<file path="config.mk">
export PLATFORM = sky130hd
export DESIGN_NAME = rbg_reset_boot_grant
export DESIGN_NICKNAME = d
export VERILOG_FILES = /design/src/rbg_pkg.sv /design/src/rbg_boot_decode.sv /design/src/rbg_skid_buffer.sv /design/src/rbg_reset_boot_grant.sv
export SDC_FILE = /design/constraint.sdc
export NUM_CORES = 1
export LEC_CHECK = 0
export BUFFER_PORTS_ARGS = -buffer_cell sky130_fd_sc_hd__buf_2
export CORE_MARGIN = 3
export CORE_UTILIZATION = 45
export DETAILED_ROUTE_END_ITERATION = 16
export GPL_TIMING_DRIVEN = 0
export PLACE_DENSITY = 0.86
export SYNTH_ARGS = -nofsm -noshare
export SYNTH_HDL_FRONTEND = slang
export SYNTH_SLANG_ARGS = --single-unit
export TNS_END_PERCENT = 5
</file>
<file path="constraint.sdc">
create_clock -name core_clk -period 1.8 [get_ports core_clk]
set_input_delay 0.45 -clock core_clk [delete_from_list [all_inputs] [get_ports core_clk]]
set_output_delay 0.45 -clock core_clk [all_outputs]
set_load 0.005 [all_outputs]
</file>
<file path="src/rbg_pkg.sv">
package rbg_pkg;
    // boot mode codes, op mode pin is the high bit
    typedef enum logic [2:0] {
        RBG_BOOT_EXT16 = 3'h0,
        RBG_BOOT_EPROM = 3'h1,
        RBG_BOOT_HOST = 3'h2,
        RBG_BOOT_RSVD = 3'h3,
        RBG_BOOT_EXT8 = 3'h4,
        RBG_BOOT_UART = 3'h5,
        RBG_BOOT_SPI_SMALL = 3'h6,
        RBG_BOOT_SPI_LARGE = 3'h7
    } rbg_boot_mode_t;

    // start addresses
    localparam logic [23:0] RBG_BOOT_ROM_ADDR = 24'hff0000;
    localparam logic [23:0] RBG_EXT16_STREAM_ADDR = 24'h010000;
    localparam logic [23:0] RBG_EPROM_STREAM_ADDR = 24'h000000;
    localparam logic [23:0] RBG_INTERNAL_START_ADDR = 24'h000000;
    localparam logic [23:0] RBG_EXT8_PAGE1_ADDR = 24'h010000;
    localparam logic [7:0] RBG_SPI_READ_ADDR = 8'h00;
    localparam logic [7:0] RBG_UART_AUTOBAUD_CHAR = 8'haa;

    // external port defaults
    localparam logic [7:0] RBG_CLK_MULT_EXEC = 8'h80;
    localparam logic [7:0] RBG_CLK_MULT_EPROM = 8'h20;
    localparam logic [2:0] RBG_READ_WAITS = 3'h7;

    // spi boot settings
    localparam logic [15:0] RBG_SPI_RATE_DIVISOR = 16'h003c;
    localparam logic RBG_SPI_CPHA = 1'b1;
    localparam logic RBG_SPI_CPOL = 1'b1;
    localparam logic [3:0] RBG_SPI_WORD_BITS = 4'h8;
    localparam logic RBG_SPI_MSB_FIRST = 1'b1;

    // reset configuration field positions
    localparam int RBG_CFG_MODE_LSB = 0;
    localparam int RBG_CFG_MODE_W = 3;

    // grant latency in core clocks, minimum three
    localparam int RBG_GRANT_MIN_DELAY = 3;

    // power-up hold time of reset, kept by the board
    localparam int RBG_POWERUP_HOLD_US = 100;
endpackage : rbg_pkg

</file>
<file path="src/rbg_boot_decode.sv">
module rbg_boot_decode (
    // selection
    input wire logic [2:0] mode_code,
    // decoded settings
    output logic is_boot,
    output logic [23:0] start_addr,
    output logic [7:0] clk_mult,
    output logic [2:0] read_waits,
    output logic pack_from_8bit,
    output logic spi_chip_select_en,
    output logic uart_autobaud_en,
    output logic host_semaphore_en
);
    // one table for every boot mode so the main block never re-decodes
    always_comb begin
        is_boot = 1'b1;
        start_addr = rbg_pkg::RBG_BOOT_ROM_ADDR;
        clk_mult = rbg_pkg::RBG_CLK_MULT_EXEC;
        read_waits = rbg_pkg::RBG_READ_WAITS;
        pack_from_8bit = 1'b0;
        spi_chip_select_en = 1'b0;
        uart_autobaud_en = 1'b0;
        host_semaphore_en = 1'b0;
        case (rbg_pkg::rbg_boot_mode_t'(mode_code))
            rbg_pkg::RBG_BOOT_EXT16: begin
                start_addr = rbg_pkg::RBG_EXT16_STREAM_ADDR;
            end
            rbg_pkg::RBG_BOOT_EPROM: begin
                start_addr = rbg_pkg::RBG_EPROM_STREAM_ADDR;
                clk_mult = rbg_pkg::RBG_CLK_MULT_EPROM;
            end
            rbg_pkg::RBG_BOOT_HOST: begin
                host_semaphore_en = 1'b1;
            end
            rbg_pkg::RBG_BOOT_EXT8: begin
                is_boot = 1'b0;
                start_addr = rbg_pkg::RBG_EXT8_PAGE1_ADDR;
                pack_from_8bit = 1'b1;
            end
            rbg_pkg::RBG_BOOT_UART: begin
                uart_autobaud_en = 1'b1;
            end
            rbg_pkg::RBG_BOOT_SPI_SMALL, rbg_pkg::RBG_BOOT_SPI_LARGE: begin
                spi_chip_select_en = 1'b1;
            end
            default: begin
                is_boot = 1'b0; // reserved code skips the loader
                start_addr = rbg_pkg::RBG_INTERNAL_START_ADDR;
            end
        endcase
    end
endmodule : rbg_boot_decode

</file>
<file path="src/rbg_skid_buffer.sv">
module rbg_skid_buffer #(
    parameter int WIDTH = 24
) (
    // clock and reset
    input wire logic core_clk,
    input wire logic rst_b,
    // fill side
    input wire logic [WIDTH-1:0] in_data,
    input wire logic in_valid,
    output logic in_ready,
    // drain side
    output logic [WIDTH-1:0] out_data,
    output logic out_valid,
    input wire logic out_ready
);
    // two entries, so a receiver stall never drops a word
    logic [WIDTH-1:0] mem_q [2];
    logic rd_q;
    logic wr_q;
    logic [1:0] cnt_q;
    logic push;
    logic pop;

    initial begin
        if (WIDTH < 1) $error("width must be positive");
    end

    assign push = in_valid && (cnt_q != 2'h2);
    assign pop = out_valid && out_ready;
    assign in_ready = (cnt_q != 2'h2);
    assign out_valid = (cnt_q != 2'h0);
    assign out_data = mem_q[rd_q];

    // storage and pointers
    always_ff @(posedge core_clk or negedge rst_b) begin
        if (!rst_b) begin
            mem_q[0] <= '0;
            mem_q[1] <= '0;
            rd_q <= 1'b0;
            wr_q <= 1'b0;
            cnt_q <= 2'h0;
        end else begin
            if (push) begin
                mem_q[wr_q] <= in_data;
                wr_q <= ~wr_q;
            end
            if (pop) begin
                rd_q <= ~rd_q;
            end
            cnt_q <= cnt_q + {1'b0, push} - {1'b0, pop};
        end
    end
endmodule : rbg_skid_buffer

</file>
<file path="src/rbg_reset_boot_grant.sv">
module rbg_reset_boot_grant #(
    parameter int GRANT_DELAY = rbg_pkg::RBG_GRANT_MIN_DELAY
) (
    // clock and reset
    input wire logic core_clk,
    input wire logic rst_b,
    // strap pins
    input wire logic op_mode_select_pin,
    input wire logic boot_select_high,
    input wire logic boot_select_low,
    // runtime peripheral choice written by software
    input wire logic op_mode_sw_wr,
    input wire logic op_mode_sw_val,
    // internal bus requests
    input wire logic core_bus_req,
    input wire logic periph_bus_req,
    input wire logic ext_access_req,
    input wire logic dual_read_lock,
    // external arbitration, active low
    input wire logic external_bus_request_b,
    output logic external_bus_grant_b,
    output logic grant_hang_indicator_b,
    output logic bus_drive_oe_b,
    // boot host semaphore cleared by host
    input wire logic host_semaphore_clear,
    // uart autobaud character seen
    input wire logic uart_char_valid,
    input wire logic [7:0] uart_char,
    output logic uart_send_ok,
    // boot status and results
    output logic [2:0] reset_cfg_mode,
    output logic [23:0] pc_start,
    output logic pc_start_valid,
    output logic vectors_internal,
    output logic core_run,
    output logic core_stall,
    output logic int_mask_all,
    output logic stacks_empty,
    output logic sync_serial_port_not_spi,
    output logic spi_boot_chip_select_b,
    output logic [15:0] spi_rate_divisor,
    output logic spi_cpha,
    output logic spi_cpol,
    output logic [7:0] ext_clk_mult,
    output logic [2:0] ext_read_waits,
    output logic ext_pack_8bit,
    // boot word stream into memory
    input wire logic [23:0] boot_word,
    input wire logic boot_word_valid,
    output logic boot_word_ready,
    output logic [23:0] mem_word,
    output logic mem_word_valid,
    input wire logic mem_word_ready
);
    typedef enum logic [2:0] {
        RBG_ST_RESET = 3'h0,
        RBG_ST_HOLD = 3'h1,
        RBG_ST_BOOT = 3'h3,
        RBG_ST_WAIT = 3'h2,
        RBG_ST_RUN = 3'h6
    } rbg_state_t;

    typedef enum logic [1:0] {
        RBG_BUS_OWN = 2'h0,
        RBG_BUS_WAIT = 2'h1,
        RBG_BUS_FLOAT = 2'h3,
        RBG_BUS_GRANTED = 2'h2
    } rbg_bus_t;

    initial begin
        if (GRANT_DELAY < rbg_pkg::RBG_GRANT_MIN_DELAY) $error("grant delay below three");
        if (GRANT_DELAY > 15) $error("grant delay beyond counter");
    end

    rbg_state_t st_q;
    rbg_state_t st_d;
    rbg_bus_t bus_q;
    rbg_bus_t bus_d;
    logic [2:0] mode_q;
    logic strap_taken_q;
    logic [3:0] gcnt_q;
    logic granted;
    logic dec_boot;
    logic [23:0] dec_addr;
    logic [7:0] dec_mult;
    logic [2:0] dec_waits;
    logic dec_pack8;
    logic dec_spi;
    logic dec_uart;
    logic dec_host;
    logic ext_req;
    logic internal_pending;
    logic done_boot;
    logic stream_in_ready;

    rbg_boot_decode u_decode (
        .mode_code(mode_q),
        .is_boot(dec_boot),
        .start_addr(dec_addr),
        .clk_mult(dec_mult),
        .read_waits(dec_waits),
        .pack_from_8bit(dec_pack8),
        .spi_chip_select_en(dec_spi),
        .uart_autobaud_en(dec_uart),
        .host_semaphore_en(dec_host)
    );

    rbg_skid_buffer #(
        .WIDTH(24)
    ) u_stream (
        .core_clk(core_clk),
        .rst_b(rst_b),
        .in_data(boot_word),
        .in_valid(boot_word_valid && (st_q == RBG_ST_BOOT) && !granted),
        .in_ready(stream_in_ready),
        .out_data(mem_word),
        .out_valid(mem_word_valid),
        .out_ready(mem_word_ready)
    );

    assign ext_req = !external_bus_request_b;
    assign internal_pending = core_bus_req || periph_bus_req || dual_read_lock;
    assign granted = (bus_q == RBG_BUS_GRANTED);
    assign boot_word_ready = stream_in_ready && (st_q == RBG_ST_BOOT) && !granted;
    // host boot ends when the semaphore clears; all others, uart included, end when the stream stops
    assign done_boot = dec_host ? host_semaphore_clear : !boot_word_valid;

    // straps sampled on the first edge after release, never in the reset branch
    always_ff @(posedge core_clk or negedge rst_b) begin
        if (!rst_b) begin
            mode_q <= 3'h0;
            strap_taken_q <= 1'b0;
        end else if (!strap_taken_q) begin
            mode_q <= {op_mode_select_pin, boot_select_high, boot_select_low};
            strap_taken_q <= 1'b1;
        end
    end

    // boot sequencer
    always_comb begin
        st_d = st_q;
        case (st_q)
            RBG_ST_RESET: st_d = RBG_ST_HOLD;
            RBG_ST_HOLD: begin
                // a pending bus request postpones the boot start
                if (!ext_req && !granted) begin
                    st_d = dec_boot ? RBG_ST_BOOT : RBG_ST_RUN;
                end
            end
            RBG_ST_BOOT: st_d = dec_host ? RBG_ST_WAIT : (done_boot ? RBG_ST_RUN : RBG_ST_BOOT);
            RBG_ST_WAIT: if (host_semaphore_clear) st_d = RBG_ST_RUN;
            RBG_ST_RUN: st_d = RBG_ST_RUN;
            default: st_d = RBG_ST_RESET;
        endcase
    end

    always_ff @(posedge core_clk or negedge rst_b) begin
        if (!rst_b) begin
            st_q <= RBG_ST_RESET;
        end else begin
            st_q <= st_d;
        end
    end

    // start address and vector placement
    always_ff @(posedge core_clk or negedge rst_b) begin
        if (!rst_b) begin
            pc_start <= 24'h000000;
            pc_start_valid <= 1'b0;
            vectors_internal <= 1'b0;
        end else begin
            pc_start_valid <= 1'b0;
            if (st_q == RBG_ST_HOLD && st_d == RBG_ST_BOOT) begin
                pc_start <= rbg_pkg::RBG_BOOT_ROM_ADDR;
                pc_start_valid <= 1'b1;
            end else if (st_q == RBG_ST_HOLD && st_d == RBG_ST_RUN) begin
                pc_start <= dec_addr;
                pc_start_valid <= 1'b1;
            end else if (st_q != RBG_ST_RUN && st_d == RBG_ST_RUN) begin
                pc_start <= dec_host ? rbg_pkg::RBG_INTERNAL_START_ADDR : dec_addr;
                pc_start_valid <= 1'b1;
                vectors_internal <= dec_host;
            end
        end
    end

    // core state held at defaults until release
    always_ff @(posedge core_clk or negedge rst_b) begin
        if (!rst_b) begin
            int_mask_all <= 1'b1;
            stacks_empty <= 1'b1;
            core_run <= 1'b0;
            core_stall <= 1'b0;
        end else begin
            int_mask_all <= (st_d != RBG_ST_RUN);
            stacks_empty <= (st_d != RBG_ST_RUN) && (st_q != RBG_ST_RUN);
            core_run <= (st_d == RBG_ST_RUN);
            core_stall <= (bus_d == RBG_BUS_GRANTED) && ext_access_req;
        end
    end

    // external port settings for the selected mode
    always_ff @(posedge core_clk or negedge rst_b) begin
        if (!rst_b) begin
            ext_clk_mult <= rbg_pkg::RBG_CLK_MULT_EXEC;
            ext_read_waits <= rbg_pkg::RBG_READ_WAITS;
            ext_pack_8bit <= 1'b0;
            reset_cfg_mode <= 3'h0;
        end else if (strap_taken_q) begin
            ext_clk_mult <= dec_mult;
            ext_read_waits <= dec_waits;
            ext_pack_8bit <= dec_pack8;
            reset_cfg_mode <= mode_q;
        end
    end

    // spi boot port setup and chip select
    always_ff @(posedge core_clk or negedge rst_b) begin
        if (!rst_b) begin
            spi_boot_chip_select_b <= 1'b1;
            spi_rate_divisor <= 16'h0000;
            spi_cpha <= 1'b0;
            spi_cpol <= 1'b0;
        end else begin
            spi_boot_chip_select_b <= !(dec_spi && st_d == RBG_ST_BOOT);
            if (dec_spi && st_q == RBG_ST_HOLD) begin
                spi_rate_divisor <= rbg_pkg::RBG_SPI_RATE_DIVISOR;
                spi_cpha <= rbg_pkg::RBG_SPI_CPHA;
                spi_cpol <= rbg_pkg::RBG_SPI_CPOL;
            end
        end
    end

    // uart autobaud reply, one pulse per matching character
    always_ff @(posedge core_clk or negedge rst_b) begin
        if (!rst_b) begin
            uart_send_ok <= 1'b0;
        end else begin
            uart_send_ok <= dec_uart && st_q == RBG_ST_BOOT && uart_char_valid
                && uart_char == rbg_pkg::RBG_UART_AUTOBAUD_CHAR;
        end
    end

    // serial port versus spi, strap value until software overrides
    always_ff @(posedge core_clk or negedge rst_b) begin
        if (!rst_b) begin
            sync_serial_port_not_spi <= 1'b0;
        end else if (op_mode_sw_wr) begin
            sync_serial_port_not_spi <= !op_mode_sw_val;
        end else if (!strap_taken_q) begin
            sync_serial_port_not_spi <= !op_mode_select_pin;
        end
    end

    // bus arbiter; no reset on its flops keeps it live while rst_b is low
    always_comb begin
        bus_d = bus_q;
        case (bus_q)
            RBG_BUS_OWN: if (ext_req) bus_d = RBG_BUS_WAIT;
            RBG_BUS_WAIT: begin
                if (!ext_req) begin
                    bus_d = RBG_BUS_OWN;
                end else if (gcnt_q >= 4'(GRANT_DELAY - 1) && !internal_pending) begin
                    bus_d = RBG_BUS_FLOAT;
                end
            end
            RBG_BUS_FLOAT: bus_d = RBG_BUS_GRANTED;
            RBG_BUS_GRANTED: if (!ext_req) bus_d = RBG_BUS_OWN;
            default: bus_d = RBG_BUS_OWN;
        endcase
    end

    // arbiter runs through reset too, so a request is served before boot
    always_ff @(posedge core_clk) begin
        if (bus_q != RBG_BUS_OWN && bus_q != RBG_BUS_WAIT && bus_q != RBG_BUS_FLOAT
            && bus_q != RBG_BUS_GRANTED) begin
            bus_q <= RBG_BUS_OWN;
        end else begin
            bus_q <= bus_d;
        end
    end

    // grant delay counter
    always_ff @(posedge core_clk) begin
        if (bus_q == RBG_BUS_WAIT && gcnt_q != 4'hf) begin
            gcnt_q <= gcnt_q + 4'h1;
        end else if (bus_q != RBG_BUS_WAIT) begin
            gcnt_q <= 4'h0;
        end
    end

    // pin drivers: float first, grant one cycle later
    always_ff @(posedge core_clk) begin
        bus_drive_oe_b <= (bus_d == RBG_BUS_FLOAT) || (bus_d == RBG_BUS_GRANTED);
        external_bus_grant_b <= !(bus_d == RBG_BUS_GRANTED);
        grant_hang_indicator_b <= !((bus_d == RBG_BUS_GRANTED) && ext_access_req);
    end
endmodule : rbg_reset_boot_grant

</file>
After elaboration in Yosys (flattened, before gate mapping). Cells that the tools add are included.

Order comparisons: 4. Muxes and demuxes: 36. Reduce and logical (&&, ||, !) cells: 46. Add/sub/neg operators: 3. Eq/ne operators: 26. Bitwise logic cells: 6.

Operators with widths (count): two-way mux 24 bit (8); bitwise mux 48 bit (1); case mux 24 bit (2 select lines) (1); demux 24 bit (select 1 bit) (1); logical AND 1 bit (23); equality test 3 bit (second input constant) (6); two-way mux 3 bit (5); case mux 3 bit (5 select lines) (1); equality test 3 x 2 -> 1 bit (second input constant) (4); two-way mux 1 bit (11); equality test 2 bit (second input constant) (4); equality test 8 bit (second input constant) (1); zero test 1 bit (8); two-way mux 2 bit (4); two-way mux 4 bit (2); two-way mux 8 bit (1); inequality test 2 bit (second input constant) (4); case mux 2 bit (4 select lines) (1); equality test 3 x 1 -> 1 bit (second input constant) (2); zero test 3 bit (2); inequality test 3 bit (second input constant) (2); nonzero test 2 bit (3); OR reduction 6 bit (1); adder 4 x 1 -> 4 bit (second input constant) (1); other kinds (16) (24).

Register bits after elaboration: 115. Output and inout port bits: 95.

Logic depth before layout (Yosys ltp). Gate-level depths: netlist of run 1.

Word-level depth: 11. Mapped depth: 7.

Hierarchy. From an unflattened synthesis of run 1, not the netlist that was laid out.

Cell total of the unflattened synthesis: 418. Area, all modules: 5532.8 um^2.

Modules (own cells, without submodules): rbg_reset_boot_grant (instances 1, area each 2736.4 um^2, seq. area each 1630.3 um^2, cells an instance 227); rbg_skid_buffer (instances 1, area each 2487.4 um^2, seq. area each 1301.2 um^2, cells an instance 146); rbg_boot_decode (instances 1, area each 309.0 um^2, seq. area each 0.0 um^2, cells an instance 45).

Least setup slack after synthesis of run 1. OpenSTA, ideal clock, no wires.

Path kind: reg2reg. Start point: register st_q[2]. End point: register u_stream.mem_q[27] (netlist name). Buffers on the path: 2. Slack: 5 ps. Library setup time: 125 ps. Cell stages (with the launch flop): 7. Arrival time: 1670 ps. Data required time: 1675 ps. Cells stage by stage: dfrtp_1 nand3b_4 nor4b_4 and2b_1 buf_6 buf_8 mux2_2.

Word-level cells in the longest chain between the ends: 4.

Ends and longest elaborated chain: start, declared (line rbg_reset_boot_grant.sv:75) `rbg_state_t st_q;`; start signal, assigned (line rbg_reset_boot_grant.sv:161) `st_q <= st_d;`; equality test 3 x 2 -> 1 bit (line rbg_reset_boot_grant.sv:114) `.in_valid(boot_word_valid && (st_q == RBG_ST_BOOT) && !granted),`; logical AND 1 bit (2 in series) (line rbg_reset_boot_grant.sv:114); logical AND 1 bit (line rbg_skid_buffer.sv:28) `assign push = in_valid && (cnt_q != 2'h2);`; net u_stream.push (line rbg_skid_buffer.sv:21) `logic push;`; end signal, assigned by index (line rbg_skid_buffer.sv:44) `mem_q[wr_q] <= in_data;`; end, declared (line rbg_skid_buffer.sv:17) `logic [WIDTH-1:0] mem_q [2];`.

The timed path passes the listed nets, and every way through them passes these cells. A chain may end at the register's enable or synchronous reset.

Final worst setup path of run 1.
Start point: register u_stream.rd_q. End point: output port mem_word[6].

Word-level cells in the longest chain between the ends: 4.

Ends and longest elaborated chain: start, declared (line rbg_skid_buffer.sv:18) `logic rd_q;`; start signal, assigned (line rbg_skid_buffer.sv:48) `rd_q <= ~rd_q;`; inverter 1 -> 2 bit (implied by the code) (line rbg_skid_buffer.sv:32) `assign out_data = mem_q[rd_q];`; two-way mux 24 bit (implied by the code) (3 in series) (line rbg_skid_buffer.sv:32); end, declared (line rbg_reset_boot_grant.sv:51) `output logic [23:0] mem_word,`.

Every way passes these cells. The select of a mux whose other input is x is not followed.

==> impl_results.md, run 1 <==
- Mapped Area: 0.00413 sq mm
- Post-synth top area cell: dfrtp_1
- Area grow syn2layout: 29.9%
- Max frequency: between 500 and 600 MHz
- Initial Util: a little under half
- RSZ-0062 raised after global routing: yes
- Met2 wire length: between 4000 and 5000 microns
- Tmin final: between 1.5 and 2 ns
- Fin Clk Skew: roughly 0.0079 ns
- Max-cap violations: 0
- Drt wl/cell: between 10 and 15 microns
- Pre-CTS setup slack: -0.415 ns
- Setup slack, reg-to-reg: approximately 0.010 ns
- Final hold viol count: 0
- Die footprint: between 0.01 and 0.015 sq mm
- Number of CTS-inserted buffers: 9
- CTS tree: yes
- Total power: ~7.8 mW
- Worst-path clk slew: roughly 0.090 ns
- Pin count of the biggest net entering global routing: 64
- Routed wire length: roughly 8800 microns
- Layout cells sized above 1: 56.6%
- Number of remaining DRC errors: 0
- Yosys warning total: 0
- Hold slack: approximately 0.27 ns
- CP Max Fanout: 10
- Yosys top cell area share: 44.3%
- Fraction of registers with async set/reset: between 80% and 90%
- Die width: around 100 microns
- Number of global-route vias before repair: 2785
- Final setup violation count: 24
- Initial antenna violation count: 0
- Synth Instances: roughly 330
- Most used flip-flop cell after synthesis: dfrtp_1
- H-tree levels: 3
- GRT Util Overall: approximately 17%
- Antenna-violating nets left: 0
- Critical path data required time: approximately 1.4 ns
- Core footprint: a little under 0.009 sq mm
- Skew-Pair Late Insertion Delay: 0.35 ns
- Final Worst Setup Slack: -0.0947 ns
- Row count: 34
- Post-Route Utilization: around 61%
- Max-slew violation count: 0
- Final Instance Area: approximately 0.0054 sq mm
- Longest Clk Path Bufs: 2
- Antenna cells: 0
- Initial drt markers: 28
- Max VDD drop: 0.695 mV
- M1 wire length: approximately 3700 microns
- Yosys cell types: 50
- Yosys reg bits: 86
- PwrDens: ~1500 mW/mm^2
- Cell Count, Final, Fillers Out: about 600
- Nets: approximately 540
- Class of the worst hold path: in2reg
- DR pass1 iterations: 4
- Met3 wire len: around 550 microns
- Startpoint Class: flop
- Area after DPL: 0.00495 sq mm
- PortBufs: ~110
- Highest routed layer: met4
- Post-detail-place hpwl: 6370 microns
- Syn_area_per_cell: 12.7 sq um
- Vias per Instance: roughly 4.8
- Tcrit/Tclk final: 105%
- Sequential area share after synthesis: 52.2%
- Root Buffer: clkbuf_8
- Critical Path AT: ~1.4 ns
- Die height: a little over 100 microns
- Failing checks: negative setup slack
- First-pass GRT wire length: 13400 microns
- Status: finished, violations left
- Grt ovf: 0
- EDFF count, synth: 4
- CP Class: reg2out
- Fin Setup TNS: -1.48 ns
- Top Ports: around 140
- Leak: 2.76 nW
- Ranking of synthesized cells by area: dfrtp_1 44%, mux2_2 20%, buf_4 8.7%
- Number of clock sinks: 86
- Via count: around 2900
- RePlAce Congestion: 0.743
- Setup crit end kind: primary output
- Post-Place Cells: 576
kinds of logic (layout without fill, tap and decap cells):
logic type,Yosys count,in the layout,share of synthesized area (%)
AOI/OAI and AO/OA,28,28,4.37
xor gates and xnor gates,6,6,1.27
adders and majority gates,4,4,1.21
buffers and inverters,75,204,12.5
DFF,86,86,52.2
muxes,75,75,20.4
other,2,38,0.182
and+or+nand+nor,50,50,7.94
repair_timing:
action                                  4_1_cts  5_1_grt
hold buffers                                  1        0
gates cloned                                  0        0
endpoints found under the hold margin        12        0
buffers inserted                              7        0
pin swaps                                     2        2
gates resized for setup                      41        9
endpoints found under the setup margin       73       69
critical path, stage by stage, from the launching register on:
cell and delay, ns:
dfrtp_2 0.43, buf_6 0.18, mux2_2 0.36, buf_2 0.13
report_power, final:
part	total, mW	internal (mW)	switching [mW]
Clock	1.25	0.520	0.726
Combinational	3.41	2.12	1.29
Sequential	3.14	2.69	0.449
Total	7.80	5.33	2.46
cell usage after synthesis, types with 2 or more instances:
master	n
o32ai_1	3
conb_1	2
mux2i_1	2
o21ai_0	10
or2_2	2
nand4bb_1	2
a21oi_1	7
edfxtp_1	4
xnor2_1	2
clkbuf_1	3
dfrtp_1	73
o32a_1	2
dfxtp_1	5
nand2_1	6
dfstp_2	4
nand3_1	3
buf_8	2
and2_1	5
buf_1	2
nand4b_1	2
clkbuf_8	2
inv_1	15
nor2b_1	2
and2b_1	2
buf_4	48
nor2_1	10
ha_1	4
nor3b_1	4
xor2_1	4
mux2_2	72
nor4_1	3
layout by cell type, fill, tap and decap left out, drive strengths merged, types with 5 or more instances in the layout:
master,instances
conb,38
clkbuf,11
o21ai,10
mux2,73
dfrtp,73
nand2,7
and2,5
nor2,10
inv,20
dfxtp,5
buf,170
a21oi,7
layer usage:
layer,up-vias,global-route usage [%]
met2,93,28.8
met5,-,0
met1,1398,20.8
li1,1358,-
met4,0,3.99
met3,4,4.61
layout make-up:
type	instances	area, sq um
Buffer	59	497
Clock buffer	9	124
Clock inverter	7	53.8
Fill cell	713	3450
Inverter	15	56.3
Multi-Input combinational cell	201	1710
Sequential cell	86	2160
Tap cell	108	135
Timing Repair Buffer	114	631
worst paths after layout:
path / start / endpoint / cells past startpoint
max reg2reg: u_stream.cnt_q[1]$_DFF_PN0_ / u_stream.cnt_q[1]$_DFF_PN0_ / 7
min reg2reg: bus_q[1]$_SDFF_PP0_ / bus_q[0]$_SDFF_PP0_ / 1
min in group asynchronous: rst_b / u_stream.mem_q[2]$_DFFE_PN0P_ / 2
max in group asynchronous: rst_b / ext_clk_mult[7]$_DFFE_PN1P_ / 3
max: u_stream.rd_q$_DFFE_PN0P_ / mem_word[6] / 3
min: ext_access_req / grant_hang_indicator_b$_DFF_P_ / 2
flip-flops by register name (all words and copies together), names as in the netlist, 2 cells and up:
register,count
bus_q,2
ext_clk_mult,2
gcnt_q,4
mode_q,3
pc_start,2
reset_cfg_mode,3
st_q,3
u_stream.cnt_q,2
u_stream.mem_q,48
(Power assumes the default switching activity.)
==> run 2: changes to the inputs <==
--- a/config.mk
+++ b/config.mk
@@ -11,6 +11,7 @@
 export DETAILED_ROUTE_END_ITERATION = 16
 export GPL_TIMING_DRIVEN = 0
 export PLACE_DENSITY = 0.86
+export SKIP_CTS_REPAIR_TIMING = 1
 export SYNTH_ARGS = -nofsm -noshare
 export SYNTH_HDL_FRONTEND = slang
 export SYNTH_SLANG_ARGS = --single-unit
==> run 2 against run 1 <==
The flow still finishes with violations (negative setup slack); worst hold slack about the same; critical path depth increased by 1; first-iteration DRC count increased by 68%; sequential power about the same; setup slack got worse by 0.050 ns; clock power about the same; clock skew about the same; die area unchanged; critical path type unchanged; critical endpoint is now mem_word[17]; largest cell class unchanged.
==> impl_results.md, run 2 (synthesized netlist as in run 1, its figures left out) <==
- Clock power share: 15.8% (-0.2 points)
- Setup crit end kind: primary output
- Class of the worst hold path: in2reg
- Slowest-stage cell, CP: dfrtp_2
- Largest regs: u_stream.mem_q: 48 flops, gcnt_q: 4 flops
- Vias per Instance: 4.74 (-0.50%)
- Reg2reg end: u_stream.mem_q[32]$_DFFE_PN0P_
- Longest Clk Path Bufs: 2 (unchanged)
- Number of global-route vias before repair: 2705 (-2.9%)
- Area after DPL: 0.00495 sq mm (unchanged)
- Combinational power share: 44.1% (+0.3 points)
- Int Pwr: 5.39 mW (+1.1%)
- Critical path's most frequent cell: buf_4
- Final setup violation count: 44 (+83%)
- Skew-Pair Late Insertion Delay: 0.35 ns (about the same)
- Antenna cells: 0 (unchanged)
- Worst path cell trace: buf_4 > buf_4 > mux2_2 > buf_2
- Number of CTS-inserted buffers: 9 (unchanged)
- Max-cap violations: 0 (unchanged)
- Worst-path clk slew: 0.09 ns (about the same)
- Pre-CTS setup slack: -0.415 ns (unchanged)
- Initial antenna violation count: 0 (unchanged)
- Critical Path AT: 1.49 ns (+0.05 ns)
- Die footprint: 0.0104 sq mm (unchanged)
- Setup slack, reg-to-reg: -0.09 ns (-0.10 ns)
- Routed wire length: 8770 microns (-0.47%)
- Tmin final: 1.94 ns (+0.0498 ns)
- Root Buffer: clkbuf_8
- Antenna-violating nets left: 0 (unchanged)
- Final hold viol count: 0 (unchanged)
- Cell Count, Final, Fillers Out: 602 (+0.50%)
- CTS tree: yes
- Critical path capture point: mem_word[17]
- Sw Ratio: 31.4% (-0.25 points)
- Max frequency: 514 MHz (-2.6%)
- Via count: 2853 (unchanged)
- Largest Register: u_stream.mem_q
- Number of clock sinks: 86 (unchanged)
- CP Max Fanout: 6 (-4)
- Pin count of the biggest net entering global routing: 64 (unchanged)
- Die width: 102 microns (unchanged)
- Worst Setup SP: u_stream.rd_q$_DFFE_PN0P_
- Layout cells sized above 1: 57.1% (+0.47 points)
- Fillers: 702 (-1.5%)
- Post-Route Utilization: 61.2% (+0.28 points)
- Most frequent cells in the layout: 102 x buf_2, 70 x dfrtp_1, 60 x buf_4, 49 x mux2_2, 38 x conb_1
- Leak: 2.77 nW (+0.39%)
- PortBufs: 105 (unchanged)
- Tcrit/Tclk final: 108% (+2.8 points)
- Initial drt markers: 47 (+68%)
- Initial Util: 46.9% (unchanged)
- Hold slack: 0.268 ns (-0.000397 ns)
- Fin Clk Skew: 0.00804 ns (+0.000180 ns)
- GRT Util Overall: 15.8% (-0.91 points)
- Grt ovf: 0 (unchanged)
- First-pass GRT wire length: 12800 microns (-4.9%)
- Drt wl/cell: 14.6 microns (-0.96%)
- Post-Place Cells: 576 (unchanged)
- DR pass1 iterations: 4 (unchanged)
- Final Instance Area: 0.00539 sq mm (+0.47%)
- Post-detail-place hpwl: 6370 microns (unchanged)
- Top Ports: 143 (unchanged)
- Psw: 2.46 mW (about the same)
- H-tree levels: 3 (unchanged)
- PwrDens: 1460 mW/mm^2 (+0.23%)
- Startpoint Class: flop
- Row count: 34 (unchanged)
- Final Worst Setup Slack: -0.145 ns (-0.0498 ns)
- CP Class: reg2out
- RePlAce Congestion: 0.743 (unchanged)
- FF-to-FF Start: st_q[2]$_DFF_PN0_
- CP max stage delay: 0.48 ns (+0.05 ns)
- Nets: 541 (+0.56%)
- RSZ-0062 raised after global routing: yes
- Max reg flops: 48 (unchanged)
- Area grow syn2layout: 30.5%
- Status: finished, violations left
- Die height: 102 microns (unchanged)
- Reg power frac: 40.1% (-0.2 points)
- Max-slew violation count: 0 (unchanged)
- Core footprint: 0.00881 sq mm (unchanged)
- Reg2Reg Depth: 6 (-1)
- Critical path data required time: 1.35 ns (about the same)
- Most common library cell in the layout ignoring fill and taps: buf_2
- Max VDD drop: 0.681 mV (-2.0%)
- Number of remaining DRC errors: 0 (unchanged)
- Failing checks: negative setup slack
[run 2: how the worst min path moves through the flow]
stage | end | slack [ns] | depth (start not counted) | from
3_3_place_gp | bus_q[0]$_SDFF_PP0_ | 0.43 | 1 | bus_q[1]$_SDFF_PP0_
3_5_place_dp | u_stream.mem_q[2]$_DFFE_PN0P_ | 0.33 | 1 | rst_b
6_report | sync_serial_port_not_spi$_DFFE_PN0P_ | 0.27 | 2 | op_mode_sw_val
5_1_grt | grant_hang_indicator_b$_DFF_P_ | 0.25 | 2 | ext_access_req
2_1_floorplan | core_run$_DFF_PN0_ | 0.15 | 0 | rst_b
4_1_cts | u_stream.mem_q[2]$_DFFE_PN0P_ | -0.07 | 1 | rst_b
[run 2: critical path: cells and delay by family (launching register included)]
kind,cells,cell delay (ns)
buffers and inverters,3,0.40
flip-flops,1,0.48
multiplexers,1,0.26
[run 2: through the flow]
step                setup TNS, ns  power (mW)
floorplan                       0        5.01
global route                -9.01        8.39
detailed placement         -14.37        6.15
CTS                        -23.66        7.42
finish                      -4.18        7.85
global placement           -24.53        5.95
[run 2: power by group through the flow]
stage          clock (mW)  sequential (mW)  combinational, mW
2_1_floorplan           0             3.02               1.99
3_3_place_gp            0             3.05               2.90
3_5_place_dp            0             3.14               3.01
4_1_cts              1.29             3.10               3.03
5_1_grt              1.35             3.24               3.79
6_report             1.24             3.14               3.46
[run 2: area by class of cell]
| class | instances | area [sq um] | share of cell area, % |
|---|---|---|---|
| plain buffers | 59 | 489 | 9.08 |
| clock buffers | 9 | 124 | 2.30 |
| clock inverters | 7 | 53.8 | 0.999 |
| inverters | 15 | 56.3 | 1.05 |
| multi-input cells | 201 | 1710 | 31.8 |
| flip-flops and latches | 86 | 2160 | 40.0 |
| well taps | 108 | 135 | 2.51 |
| repair buffers | 117 | 659 | 12.2 |
[run 2: metal layers]
metal  vias to the layer above  share of wire, %  GRT usage (%)
met5                         -                 0              0
met4                         0              0.58           3.68
met3                         4               6.4           4.61
met2                        95                51           27.4
met1                      1392                42           19.4
li1                       1362                 -              -
==> run 3: changes to the inputs <==
--- a/config.mk
+++ b/config.mk
@@ -15,4 +15,4 @@
 export SYNTH_ARGS = -nofsm -noshare
 export SYNTH_HDL_FRONTEND = slang
 export SYNTH_SLANG_ARGS = --single-unit
-export TNS_END_PERCENT = 5
+export TNS_END_PERCENT = 100
==> run 3 against run 2 <==
Final area increased by 2.6%; largest power group unchanged; non-clock buffer count increased by 10; power increased by 2.0%; maximum frequency increased by 0.22%; setup slack improved by 0.0042 ns; critical path type unchanged; the run still ends with negative setup slack left; flip-flop and latch count unchanged; sequential share of layout area decreased by 1.0 points; register-to-register slack got worse by 0.02 ns; critical path depth decreased by 1.
==> impl_results.md, run 3 (synthesized netlist as in run 1, its figures left out) <==
- Status: finished, violations left
- Failing checks: negative setup slack
- Longest Clk Path Bufs: 2 (unchanged)
- Most frequent cells in the layout: 102 x buf_2, 70 x dfrtp_1, 65 x buf_4, 45 x mux2_2, 38 x conb_1
- Core footprint: 0.00881 sq mm (unchanged)
- Via count: 2898 (+1.6%)
- Top Ports: 143 (unchanged)
- Number of CTS-inserted buffers: 9 (unchanged)
- Cell Count, Final, Fillers Out: 612 (+1.7%)
- Pre-CTS setup slack: -0.415 ns (unchanged)
- RePlAce Congestion: 0.743 (unchanged)
- Die height: 102 microns (unchanged)
- Tcrit/Tclk final: 108% (-0.23 points)
- Number of remaining DRC errors: 0 (unchanged)
- PwrDens: 1450 mW/mm^2 (-0.57%)
- Max reg flops: 48 (unchanged)
- Startpoint Class: flop
- RSZ-0062 raised after global routing: yes
- Max-slew violation count: 0 (unchanged)
- Fillers: 691 (-1.6%)
- Grt met2 use: 27.4% (unchanged)
- Number of global-route vias before repair: 2705 (unchanged)
- M1 GR Usage: 19.4% (unchanged)
- Post-Route Utilization: 62.8% (+1.6 points)
- Leak: 2.85 nW (+2.8%)
- CTS tree: yes
- Setup crit end kind: primary output
- Skew-Pair Late Insertion Delay: 0.35 ns (about the same)
- Initial Util: 46.9% (unchanged)
- Grt ovf: 0 (unchanged)
- Drt wl/cell: 14.8 microns (+1.8%)
- Met3 Usage GRT: 4.61% (unchanged)
- Antenna-violating nets left: 0 (unchanged)
- Vias per Instance: 4.74 (about the same)
- Antenna cells: 0 (unchanged)
- Post-detail-place hpwl: 6370 microns (unchanged)
- Reg2Reg Depth: 6 (unchanged)
- Routed wire length: 9070 microns (+3.4%)
- Number of clock sinks: 86 (unchanged)
- Pin count of the biggest net entering global routing: 64 (unchanged)
- Worst hold path depth: 2 (unchanged)
- Sequential Area: 0.00216 sq mm (unchanged)
- Most common library cell in the layout ignoring fill and taps: buf_2
- First-pass GRT wire length: 12800 microns (unchanged)
- Tmin final: 1.94 ns (-0.00422 ns)
- Post-Place Cells: 576 (unchanged)
- Area after DPL: 0.00495 sq mm (unchanged)
- Max frequency: 515 MHz (+0.22%)
- Final Instance Area: 0.00553 sq mm (+2.6%)
- Largest regs: u_stream.mem_q: 48 flops, gcnt_q: 4 flops
- Die footprint: 0.0104 sq mm (unchanged)
- Critical Path AT: 1.49 ns (about the same)
- Worst-path clk slew: 0.09 ns (about the same)
- Critical path data required time: 1.35 ns (about the same)
- Class of the worst hold path: in2reg
- Most Crowded Layer GR: met2
- PortBufs: 105 (unchanged)
- Fin Clk Skew: 0.00784 ns (-0.000208 ns)
- Final Worst Setup Slack: -0.140 ns (+0.00422 ns)
- Area of the multi-input gates: 0.00173 sq mm (+1.2%)
- H-tree levels: 3 (unchanged)
- Die width: 102 microns (unchanged)
- Final setup violation count: 55 (+25%)
- Max VDD drop: 0.658 mV (-3.4%)
- CP Class: reg2out
- Nets: 551 (+1.8%)
- Final hold viol count: 0 (unchanged)
- Row count: 34 (unchanged)
- Initial drt markers: 43 (-8.5%)
- Root Buffer: clkbuf_8
- Area grow syn2layout: 33.9%
- Initial antenna violation count: 0 (unchanged)
- DR pass1 iterations: 4 (unchanged)
- Layout cells sized above 1: 58.1% (+1.0 points)
- Max-cap violations: 0 (unchanged)
- Largest Register: u_stream.mem_q
- GRT Util Overall: 15.8% (unchanged)
- CP Max Fanout: 10 (+4)
==> run 3: cell types whose count changed in the layout (fill, tap and decap cells not counted) <==
cell and delta:
buf_4 +5, mux2_2 -4, mux2_4 +4, buf_6 +3
clkbuf_16 +2, and2_1 -1, and2_4 +1, or2_2 -1
or2_4 +1
==> run 3: worst max-delay path, cell delays in order (launching register included) <==
cell     delay (ns)
dfrtp_2        0.46
buf_6          0.19
mux2_2         0.36
buf_2          0.13
==> run 3: area by class of cell <==
type,count,share of cell area (%)
Inverter,15,1.02
Multi-Input combinational cell,201,31.3
Timing Repair Buffer,127,14.1
Clock inverter,7,0.974
Clock buffer,9,2.24
Buffer,59,8.85
Sequential cell,86,39.0
Tap cell,108,2.45
==> run 3: final timing paths <==
kind / slack, ns / to / start
worst max-delay path: -0.14 / mem_word[6] / u_stream.rd_q$_DFFE_PN0P_
worst min-delay path: 0.27 / sync_serial_port_not_spi$_DFFE_PN0P_ / op_mode_sw_val
worst max register to register: -0.11 / u_stream.mem_q[42]$_DFFE_PN0P_ / st_q[2]$_DFF_PN0_
worst min register to register: 0.48 / bus_q[0]$_SDFF_PP0_ / bus_q[1]$_SDFF_PP0_
max in group asynchronous: 0.67 / ext_clk_mult[7]$_DFFE_PN1P_ / rst_b
min in group asynchronous: 0.50 / u_stream.mem_q[2]$_DFFE_PN0P_ / rst_b
==> run 3: power by group <==
group          switching [mW]  total, mW  leakage, nW  internal, mW
Combinational            1.32       3.61         1.73          2.29
Sequential              0.463       3.15         1.02          2.69
Clock                   0.722       1.24       0.0914         0.520
==> run 3: routing by layer <==
layer	vias to the layer above	wire [microns]
li1	1384	-
met1	1413	3760
met2	97	4680
met3	4	569
met4	0	51
met5	-	0
==> run 3: stage by stage <==
stage	hold WS, ns	setup TNS [ns]	power, mW
floorplan	0.154	0	5.01
global placement	0.435	-24.53	5.95
detailed placement	0.330	-14.37	6.15
CTS	-0.0705	-23.66	7.42
global route	0.254	-9.86	8.55
finish	0.268	-4.48	8.01
